## config.mk

```make
export PLATFORM = sky130hd
export DESIGN_NAME = ccr_charge_flow
export DESIGN_NICKNAME = d
export VERILOG_FILES = /design/src/hdl/ccr_retest_timer.v /design/src/hdl/ccr_charge_flow.v
export VERILOG_INCLUDE_DIRS = /design/src /design/src/hdl
export SDC_FILE = /design/constraint.sdc
export NUM_CORES = 1
export LEC_CHECK = 0
export BUFFER_PORTS_ARGS = -buffer_cell sky130_fd_sc_hd__buf_2
export CORE_MARGIN = 2
export CORE_UTILIZATION = 48
export CTS_CLUSTER_SIZE = 10
export DETAILED_ROUTE_END_ITERATION = 16
export GPL_ROUTABILITY_DRIVEN = 0
export PLACE_DENSITY = 0.76
export SYNTH_ARGS = -nofsm -noshare
export SYNTH_HDL_FRONTEND = slang
export SYNTH_SLANG_ARGS = --single-unit
```

## constraint.sdc

```tcl
create_clock -name CORE_CLK_I -period 1.88 [get_ports CORE_CLK_I]
set_clock_uncertainty 0.2 [all_clocks]
set_input_delay 0.188 -clock CORE_CLK_I [delete_from_list [all_inputs] [get_ports CORE_CLK_I]]
set_output_delay 0.188 -clock CORE_CLK_I [all_outputs]
set_load 0.01 [all_outputs]
```

## src/hdl/ccr_defs.vh

```
// Constants for the charge-flow control register block
`ifndef CCR_DEFS_VH
`define CCR_DEFS_VH

// Register address and reset value
`define CCR_ADDR_CHARGE_FLOW_CONTROL 8'h0E
`define CCR_RESET_CHARGE_FLOW_CONTROL 8'h1C

// Field positions
`define CCR_BIT_CONTINUE_AFTER_TIMEOUT 7
`define CCR_BIT_RESERVED_HI 6
`define CCR_BIT_RECHARGE_DISABLE 5
`define CCR_BIT_BATTERY_ABSENCE_RETEST 4
`define CCR_BIT_TERMINATION_ENABLE 3
`define CCR_BIT_TOP_OFF_ENABLE 2
`define CCR_BIT_HIGH_IMPEDANCE_REQUEST 1
`define CCR_BIT_RESERVED_LO 0

// Mask of bits that software can write
`define CCR_WRITABLE_MASK 8'hBE

// Timing
`define CCR_CORE_CLK_HZ 25000000
`define CCR_RETEST_PERIOD_S 2
`define CCR_RETEST_CYCLES (`CCR_RETEST_PERIOD_S * `CCR_CORE_CLK_HZ)
`define CCR_RETEST_CNT_W 26

`endif

```

## src/hdl/ccr_retest_timer.v

```verilog
// Periodic tick generator for the battery absence retest
`timescale 1ns/10ps
`default_nettype none
`include "ccr_defs.vh"

module ccr_retest_timer #(
  parameter RETEST_CYCLES = `CCR_RETEST_CYCLES
) (
  input  wire clk_i,
  input  wire rst_i,
  input  wire run_i,
  output reg  tick_o
);

  // Terminal count, cut to the counter width on purpose
  localparam integer                 LAST_FULL = RETEST_CYCLES - 1;
  localparam [`CCR_RETEST_CNT_W-1:0] LAST      = LAST_FULL[`CCR_RETEST_CNT_W-1:0];

  reg [`CCR_RETEST_CNT_W-1:0] count_reg;

  // ----------------------------------------
  // Free count while running, restart when stopped
  // ----------------------------------------
  always @(posedge clk_i)
  begin
    if (rst_i || !run_i)
    begin
      count_reg <= {`CCR_RETEST_CNT_W{1'b0}};
      tick_o    <= 1'b0;
    end
    else if (count_reg == LAST)
    begin
      count_reg <= {`CCR_RETEST_CNT_W{1'b0}};
      tick_o    <= 1'b1;
    end
    else
    begin
      count_reg <= count_reg + 1'b1;
      tick_o    <= 1'b0;
    end
  end

endmodule // ccr_retest_timer

`default_nettype wire

```

## src/hdl/ccr_charge_flow.v

```verilog
// Charge-flow control register and its charge state sequencing
//
// Overview of operation
// Continue bit set: a safety timer expiry is ignored, charging goes on.
// Every safety timer expiry still raises timeout status and timer interrupt; here only while charging (charge or done state).
// Continue bit clear: expiry resets all registers but the safety register.
// Continue bit clear: expiry drops the charger into idle.
// The continue bit leaves the watchdog untouched.
// Recharge below float minus offset with termination on, unless recharge disabled.
// Retest bit clear: no battery found means no further absence test.
// Retest bit set: absence test repeats every two seconds until battery appears.
// Without battery the buck runs and the battery FET is off.
// Termination bit set ends charge below termination current; clear keeps charging.
// Top-off charging only while top-off enable is set.
// High-impedance request bit puts the device into high impedance.
// Boost enable overrides high impedance; it returns when boost drops.
// High-impedance request clears when battery is under minimum threshold.
// Writes to high-impedance request are dropped while battery under minimum.
// Bits 6 and 0 read zero and ignore writes.
`timescale 1ns/10ps
`default_nettype none
`include "ccr_defs.vh"

module ccr_charge_flow #(
  parameter RETEST_CYCLES = `CCR_RETEST_CYCLES
) (
  input  wire       CORE_CLK_I,
  input  wire       RST_I,
  input  wire [7:0] REG_ADDR_I,
  input  wire       REG_WR_I,
  input  wire [7:0] REG_WDATA_I,
  output reg  [7:0] REG_RDATA_O,
  input  wire       CHARGE_START_I,
  input  wire       SAFETY_EXPIRE_I,
  input  wire       WATCHDOG_EXPIRE_I,
  input  wire       BOOST_ENABLE_I,
  input  wire       BAT_UNDER_MIN_I,
  input  wire       BAT_UNDER_RECHARGE_I,
  input  wire       IBAT_UNDER_TERM_I,
  input  wire       BAT_PRESENT_I,
  output wire       CHARGE_ON_O,
  output wire       TOP_OFF_ON_O,
  output wire       BUCK_ON_O,
  output wire       BATTERY_FET_ON_O,
  output wire       HIGH_Z_O,
  output reg        ABSENCE_TEST_O,
  output reg        TIMER_TIMEOUT_STATUS_SET_O,
  output reg        TIMER_IRQ_SET_O,
  output reg        REG_DEFAULTS_O,
  output reg        WATCHDOG_DEFAULTS_O,
  output wire [3:0] STATE_O
);

  // One-hot charger states
  localparam [3:0] ST_IDLE   = 4'h1;
  localparam [3:0] ST_CHARGE = 4'h2;
  localparam [3:0] ST_DONE   = 4'h4;
  localparam [3:0] ST_NOBAT  = 4'h8;

  // Address match, used by both write and read paths
  function addr_hit;
    input [7:0] addr;
    begin
      addr_hit = (addr == `CCR_ADDR_CHARGE_FLOW_CONTROL);
    end
  endfunction

  // ----------------------------------------
  // Pin synchronisers
  // ----------------------------------------
  wire [3:0] pin_raw;
  wire [3:0] pin_sync;

  assign pin_raw = {BAT_PRESENT_I, IBAT_UNDER_TERM_I, BAT_UNDER_RECHARGE_I, BAT_UNDER_MIN_I};

  genvar g;
  generate
    for (g = 0; g < 4; g = g + 1)
    begin : g_sync
      // Private stages, so each flop has a single driver
      reg stage1_reg;
      reg stage2_reg;

      // Two flops per comparator pin
      always @(posedge CORE_CLK_I)
      begin
        if (RST_I)
        begin
          stage1_reg <= 1'b0;
          stage2_reg <= 1'b0;
        end
        else
        begin
          stage1_reg <= pin_raw[g];
          stage2_reg <= stage1_reg;
        end
      end

      assign pin_sync[g] = stage2_reg;
    end
  endgenerate

  wire bat_under_min      = pin_sync[0];
  wire bat_under_recharge = pin_sync[1];
  wire ibat_under_term    = pin_sync[2];
  wire bat_present        = pin_sync[3];

  // ----------------------------------------
  // Control register fields
  // ----------------------------------------
  reg  [7:0] ctrl_reg;
  reg  [7:0] ctrl_next;
  reg  [3:0] state_reg;
  reg  [3:0] state_next;
  wire       wr_hit = REG_WR_I && addr_hit(REG_ADDR_I);
  wire       continue_after_timeout_en     = ctrl_reg[`CCR_BIT_CONTINUE_AFTER_TIMEOUT];
  wire       rchg_dis    = ctrl_reg[`CCR_BIT_RECHARGE_DISABLE];
  wire       retest_en   = ctrl_reg[`CCR_BIT_BATTERY_ABSENCE_RETEST];
  wire       term_en     = ctrl_reg[`CCR_BIT_TERMINATION_ENABLE];
  wire       topoff_en   = ctrl_reg[`CCR_BIT_TOP_OFF_ENABLE];
  wire       hz_request  = ctrl_reg[`CCR_BIT_HIGH_IMPEDANCE_REQUEST];
  wire       charging    = (state_reg == ST_CHARGE) || (state_reg == ST_DONE);
  wire       timeout_stop = charging && SAFETY_EXPIRE_I && !continue_after_timeout_en;
  wire       retest_tick;

  // Next register value
  always @*
  begin
    ctrl_next = ctrl_reg;
    if (timeout_stop)
      ctrl_next = `CCR_RESET_CHARGE_FLOW_CONTROL;
    else
    begin
      if (wr_hit)
      begin
        ctrl_next = (ctrl_reg & ~`CCR_WRITABLE_MASK)
                  | (REG_WDATA_I & `CCR_WRITABLE_MASK);
        if (bat_under_min)
          ctrl_next[`CCR_BIT_HIGH_IMPEDANCE_REQUEST] = hz_request;
      end
      if (bat_under_min)
        ctrl_next[`CCR_BIT_HIGH_IMPEDANCE_REQUEST] = 1'b0;
    end
    ctrl_next[`CCR_BIT_RESERVED_HI] = 1'b0;
    ctrl_next[`CCR_BIT_RESERVED_LO] = 1'b0;
  end

  // Register storage
  always @(posedge CORE_CLK_I)
  begin
    if (RST_I)
      ctrl_reg <= `CCR_RESET_CHARGE_FLOW_CONTROL;
    else
      ctrl_reg <= ctrl_next;
  end

  // Read data
  always @(posedge CORE_CLK_I)
  begin
    if (RST_I)
      REG_RDATA_O <= 8'h00;
    else if (addr_hit(REG_ADDR_I))
      REG_RDATA_O <= ctrl_reg;
    else
      REG_RDATA_O <= 8'h00;
  end

  // ----------------------------------------
  // Charger state sequencing
  // ----------------------------------------
  always @*
  begin
    state_next = state_reg;
    case (state_reg)
      ST_IDLE:
      begin
        if (CHARGE_START_I)
          state_next = bat_present ? ST_CHARGE : ST_NOBAT;
      end
      ST_CHARGE:
      begin
        if (timeout_stop)
          state_next = ST_IDLE;
        else if (!bat_present)
          state_next = ST_NOBAT;
        else if (term_en && ibat_under_term)
          state_next = ST_DONE;
      end
      ST_DONE:
      begin
        if (timeout_stop)
          state_next = ST_IDLE;
        else if (!bat_present)
          state_next = ST_NOBAT;
        else if (term_en && !rchg_dis && bat_under_recharge)
          state_next = ST_CHARGE;
      end
      ST_NOBAT:
      begin
        if (retest_en && retest_tick && bat_present)
          state_next = ST_CHARGE;
        else if (CHARGE_START_I && bat_present)
          state_next = ST_CHARGE;
      end
      default:
        state_next = ST_IDLE;
    endcase
  end

  // State register
  always @(posedge CORE_CLK_I)
  begin
    if (RST_I)
      state_reg <= ST_IDLE;
    else
      state_reg <= state_next;
  end

  // ----------------------------------------
  // Retest pacing
  // ----------------------------------------
  ccr_retest_timer #(
    .RETEST_CYCLES (RETEST_CYCLES)
  ) u_retest (
    .clk_i  (CORE_CLK_I),
    .rst_i  (RST_I),
    .run_i  ((state_reg == ST_NOBAT) && retest_en),
    .tick_o (retest_tick)
  );

  // ----------------------------------------
  // Event outputs
  // ----------------------------------------
  always @(posedge CORE_CLK_I)
  begin
    if (RST_I)
    begin
      ABSENCE_TEST_O             <= 1'b0;
      TIMER_TIMEOUT_STATUS_SET_O <= 1'b0;
      TIMER_IRQ_SET_O            <= 1'b0;
      REG_DEFAULTS_O             <= 1'b0;
      WATCHDOG_DEFAULTS_O        <= 1'b0;
    end
    else
    begin
      // Test at plug-in, at end of charge, and on each retest tick
      ABSENCE_TEST_O             <= CHARGE_START_I
                                 || ((state_reg == ST_CHARGE) && (state_next == ST_DONE))
                                 || ((state_reg == ST_NOBAT) && retest_en && retest_tick);
      TIMER_TIMEOUT_STATUS_SET_O <= charging && SAFETY_EXPIRE_I;
      TIMER_IRQ_SET_O            <= charging && SAFETY_EXPIRE_I;
      REG_DEFAULTS_O             <= timeout_stop;
      WATCHDOG_DEFAULTS_O        <= WATCHDOG_EXPIRE_I;
    end
  end

  // ----------------------------------------
  // Power path controls
  // ----------------------------------------
  assign CHARGE_ON_O      = charging && !(state_reg == ST_DONE && !topoff_en);
  assign TOP_OFF_ON_O     = (state_reg == ST_DONE) && topoff_en;
  assign BUCK_ON_O        = !HIGH_Z_O;
  assign BATTERY_FET_ON_O = (state_reg != ST_NOBAT);
  assign HIGH_Z_O         = hz_request && !BOOST_ENABLE_I;
  assign STATE_O          = state_reg;

endmodule // ccr_charge_flow

`default_nettype wire

```

==> results.md <==
* complete, no violations — status
* 0.0921 — post-synthesis share of cell area spent on xor and xnor gates
* 4 — Min-Delay Path Depth
* 5320 um2 — area enclosed by the die boundary
* 2250 um — Routed met1 length
* 5.08 — mean number of vias per cell
* 4 — critical path fanouts, max
* 13.2 um — average detailed-routed wire length per instance
* 0 — number of antenna violations at the first check in global routing
* 75 — DRC marker count from the first detailed-route iteration
* 0.482 — sequential share of the synthesized area
* 1910 ps — CP Data Arrival Time
* 4 — detailed-router iteration count before antenna repair
* 1920 ps — Required @ worst endpoint
* 0.533 GHz — maximum operating frequency
* 0 — number of antenna-violating nets in the routed design
* 0.0263 — share of synthesized area spent on multiplexers
* 2 — maximum level of the CTS H-tree
* 55 — number of synthesized register bits
* 330 ps — Clock Latency Late Sink
* 380 — number of nets in the layout
* 0.997 — Tcrit/Tclk final
* 0.00548 — Post-Synth Adder-Cell Area
* simple AND/OR/NAND/NOR gates — cell type group with the largest total delay on the critical path
* 1870 ps — time the final worst path needs with I/O delays and setup
* yes — TritonCTS clock tree
* register — crit end category
* 0 — leftover overflow at the end of global routing
* 44 — port bufs
* 0 — DRC violation count after routing
* 39 — post-synthesis cell type count
* sky130_fd_sc_hd__or3_4 — crit path max-delay cell type
* 1.39 nW — total leakage power
* 0 — Final Max Slew Viols
* sky130_fd_sc_hd__dfxtp_1 — count leader, synth
* 40.9% — growth of design area from synthesis to finish
* 7 — FF-to-FF path depth
* 35.1 ps — final hold slack
* sky130_fd_sc_hd__dfxtp_1 — most area-hungry cell type in the Yosys netlist
* 0 — number of antenna diodes
* 407 — post-route insts no fill
* 25 — number of core rows
* 0 ps — Post-Route Setup TNS
* 5 — CTS Buf Count
* 375 — number of placed instances, taps included
* 49 — count of boundary I/O pins
* sky130_fd_sc_hd__clkbuf_8 — CTS Root Buffer Type
* 0 — endpoints failing hold
* 634 nW/um2 — pwr dens
* register — kind of start point of the critical path
* u_retest.count_reg[14] — worst reg2reg path endpoint
* u_retest.count_reg[0] — reg-to-reg critical path startpoint
* 3220 um — hpwl dp
* yes — setup repair after global routing missed its margin
* in -> reg — type of the worst min-delay path
* 0 — number of max-cap violations
* 0.000497 V — Worst IR Drop VDD
* 4660 um2 — Core Region
* 0.182 — all-layer global routing usage
* ha_4, nand4_1, buf_4, or3_4, nor2_1, xnor2_1, nor2_1 — series of cell instances along the critical path
* 5 ps — R2R Setup Slk
* 2 — clock buffer depth
* 5360 um — routed wire length
* sky130_fd_sc_hd__dfxtp_1 — Primary FF master, synth
* 73.0 um — DIE HEIGHT
* sky130_fd_sc_hd__dfxtp_1 48%, sky130_fd_sc_hd__nor2_1 6.9%, sky130_fd_sc_hd__xor2_1 6.1%, sky130_fd_sc_hd__xnor2_1 3.1%, sky130_fd_sc_hd__nor2b_1 3.0% — cells taking the most area after synthesis
* 0.368 — layout cells sized above 1
* 120 ps — clock-pin slew on the worst setup and hold paths
* 1 — sum of buffers and inverters on the critical path
* 26 — flip-flop count of the largest register, all copies and words added
* 1838 — vias in the first global route
* 0.306 — area share of and/or/nand/nor cells after synthesis
* reg -> reg — WS Path Type
* 0.0411 — Synth Area in Compound Gates
* 0 — proportion of synthesized flip-flops having asynchronous set or reset
* 9.06 um2 — Post-Synthesis Mean Instance Area
* sky130_fd_sc_hd__nor2_1 — most used cell along the critical path
* 2068 — DR vias
* 0.482 — fraction of synthesized cell area taken by the top area cell type
* 55 x sky130_fd_sc_hd__dfxtp_1, 42 x sky130_fd_sc_hd__nor2_1, 16 x sky130_fd_sc_hd__xor2_1 — most numerous cell types in the synthesized netlist
* 7580 um — global-route wire length before repair
* 252 — Post-Synthesis Cells
* 0 — number of enable flip-flop cells after synthesis
* REG_ADDR_I[2] — Worst Min Path Start
* 0.490 — effective utilization at floorplan
* REG_RDATA_O[5] — worst min-delay path endpoint
* 27 — maximum number of pins on one net before global-route repair
* 2870 um — WL met2
* simple AND/OR/NAND/NOR gates — main combinational cell family by area after synthesis
* 73.0 um — die outline width
* 154 um — met3 wire length
* 55 — Sink Count
* 420 ps — delay of the slowest cell on the worst path
* 2280 um2 — synthesized cell area
* 0 — Ys Warns
* met4 — top sig layer
* 0 — final setup violation count
-- power breakdown --
part / switching [mW] / leakage, nW / internal [mW]
sequential: 0.0102 / 0.450 / 1.18
combinational: 0.0548 / 0.890 / 0.0713
clock: 0.441 / 0.0522 / 0.284
-- final cells by class --
class                           count  area (um2)
Inverter                            9        33.8
Fill cell                         349        1440
Tap cell                           54        67.6
Sequential cell                    55        1120
Timing Repair Buffer              102         703
Clock buffer                        5        68.8
Clock inverter                      3        31.3
Multi-Input combinational cell    179        1200
-- worst max-delay path by stage --
stage | slack [ps] | startpoint | depth (start not counted) | end
5_1_grt | -70 | u_retest.count_reg[10] | 8 | u_retest.count_reg[18]
4_1_cts | -2 | u_retest.count_reg[0] | 7 | u_retest.count_reg[14]
3_3_place_gp | 0.2 | u_retest.count_reg[16] | 5 | u_retest.count_reg[9]
2_1_floorplan | 8 | u_retest.count_reg[0] | 6 | u_retest.count_reg[7]
3_5_place_dp | -30 | u_retest.count_reg[11] | 5 | u_retest.count_reg[20]
6_report | 5 | u_retest.count_reg[0] | 7 | u_retest.count_reg[14]
-- tightest hold or removal path, stage by stage --
cell	delay (ps)
sky130_fd_sc_hd__buf_2	100
sky130_fd_sc_hd__nand4_1	80
sky130_fd_sc_hd__buf_4	130
sky130_fd_sc_hd__nor3_1	40
-- repair_timing --
action	in CTS	in global routing
hold buffers	12	0
gates cloned	0	1
buffers inserted	0	11
setup endpoints to repair	28	27
pin swaps	0	14
gates resized for setup	4	29
hold endpoints to repair	13	0
-- kinds of logic after synthesis --
kind of cell	Yosys count
multiplexers	6
buffers and inverters	20
adder cells (fa/ha/maj)	1
AO/OA/AOI/OAI	15
flip-flops	55
AND/OR/NAND/NOR	130
other	1
XOR/XNOR	24
-- cells in the final DEF (no fill, tap or decap), types with 3 or more instances in the layout --
cell type,instances
sky130_fd_sc_hd__dfxtp_1,46
sky130_fd_sc_hd__dfxtp_2,7
sky130_fd_sc_hd__buf_2,43
sky130_fd_sc_hd__nor2b_1,11
sky130_fd_sc_hd__nand4_1,9
sky130_fd_sc_hd__nand2b_1,6
sky130_fd_sc_hd__buf_6,4
sky130_fd_sc_hd__a31oi_1,3
sky130_fd_sc_hd__nor3_1,5
sky130_fd_sc_hd__a21oi_1,5
sky130_fd_sc_hd__nand3_2,3
sky130_fd_sc_hd__dlygate4sd3_1,12
sky130_fd_sc_hd__nand2_1,14
sky130_fd_sc_hd__or2_2,4
sky130_fd_sc_hd__and2_1,4
sky130_fd_sc_hd__and3_1,5
sky130_fd_sc_hd__xnor2_1,8
sky130_fd_sc_hd__nor2_1,40
sky130_fd_sc_hd__inv_1,9
sky130_fd_sc_hd__mux2i_1,6
sky130_fd_sc_hd__buf_4,43
sky130_fd_sc_hd__o21ai_0,3
sky130_fd_sc_hd__xor2_1,16
sky130_fd_sc_hd__clkbuf_8,5
sky130_fd_sc_hd__nand3_1,8
-- per-layer routing --
metal  vias to the layer above  GRT usage
met3                         7     0.0428
met4                         0     0.0679
li1                       1046          -
met5                         -          0
met2                        38      0.339
met1                       977      0.197
-- metrics by stage --
stage / utilization / area [um2] / power [mW] / setup WS (ps)
finish: 0.690 / 3220 / 2.04 / 5.42
global route: 0.690 / 3220 / 2.11 / -69.0
CTS: 0.645 / 3010 / 2.04 / -1.99
detailed placement: 0.594 / 2770 / 1.32 / -25.4
global placement: 0.594 / 2770 / 1.31 / 0.153
floorplan: - / 2290 / 1.27 / 7.90
Power figures use the tool's default switching activity.
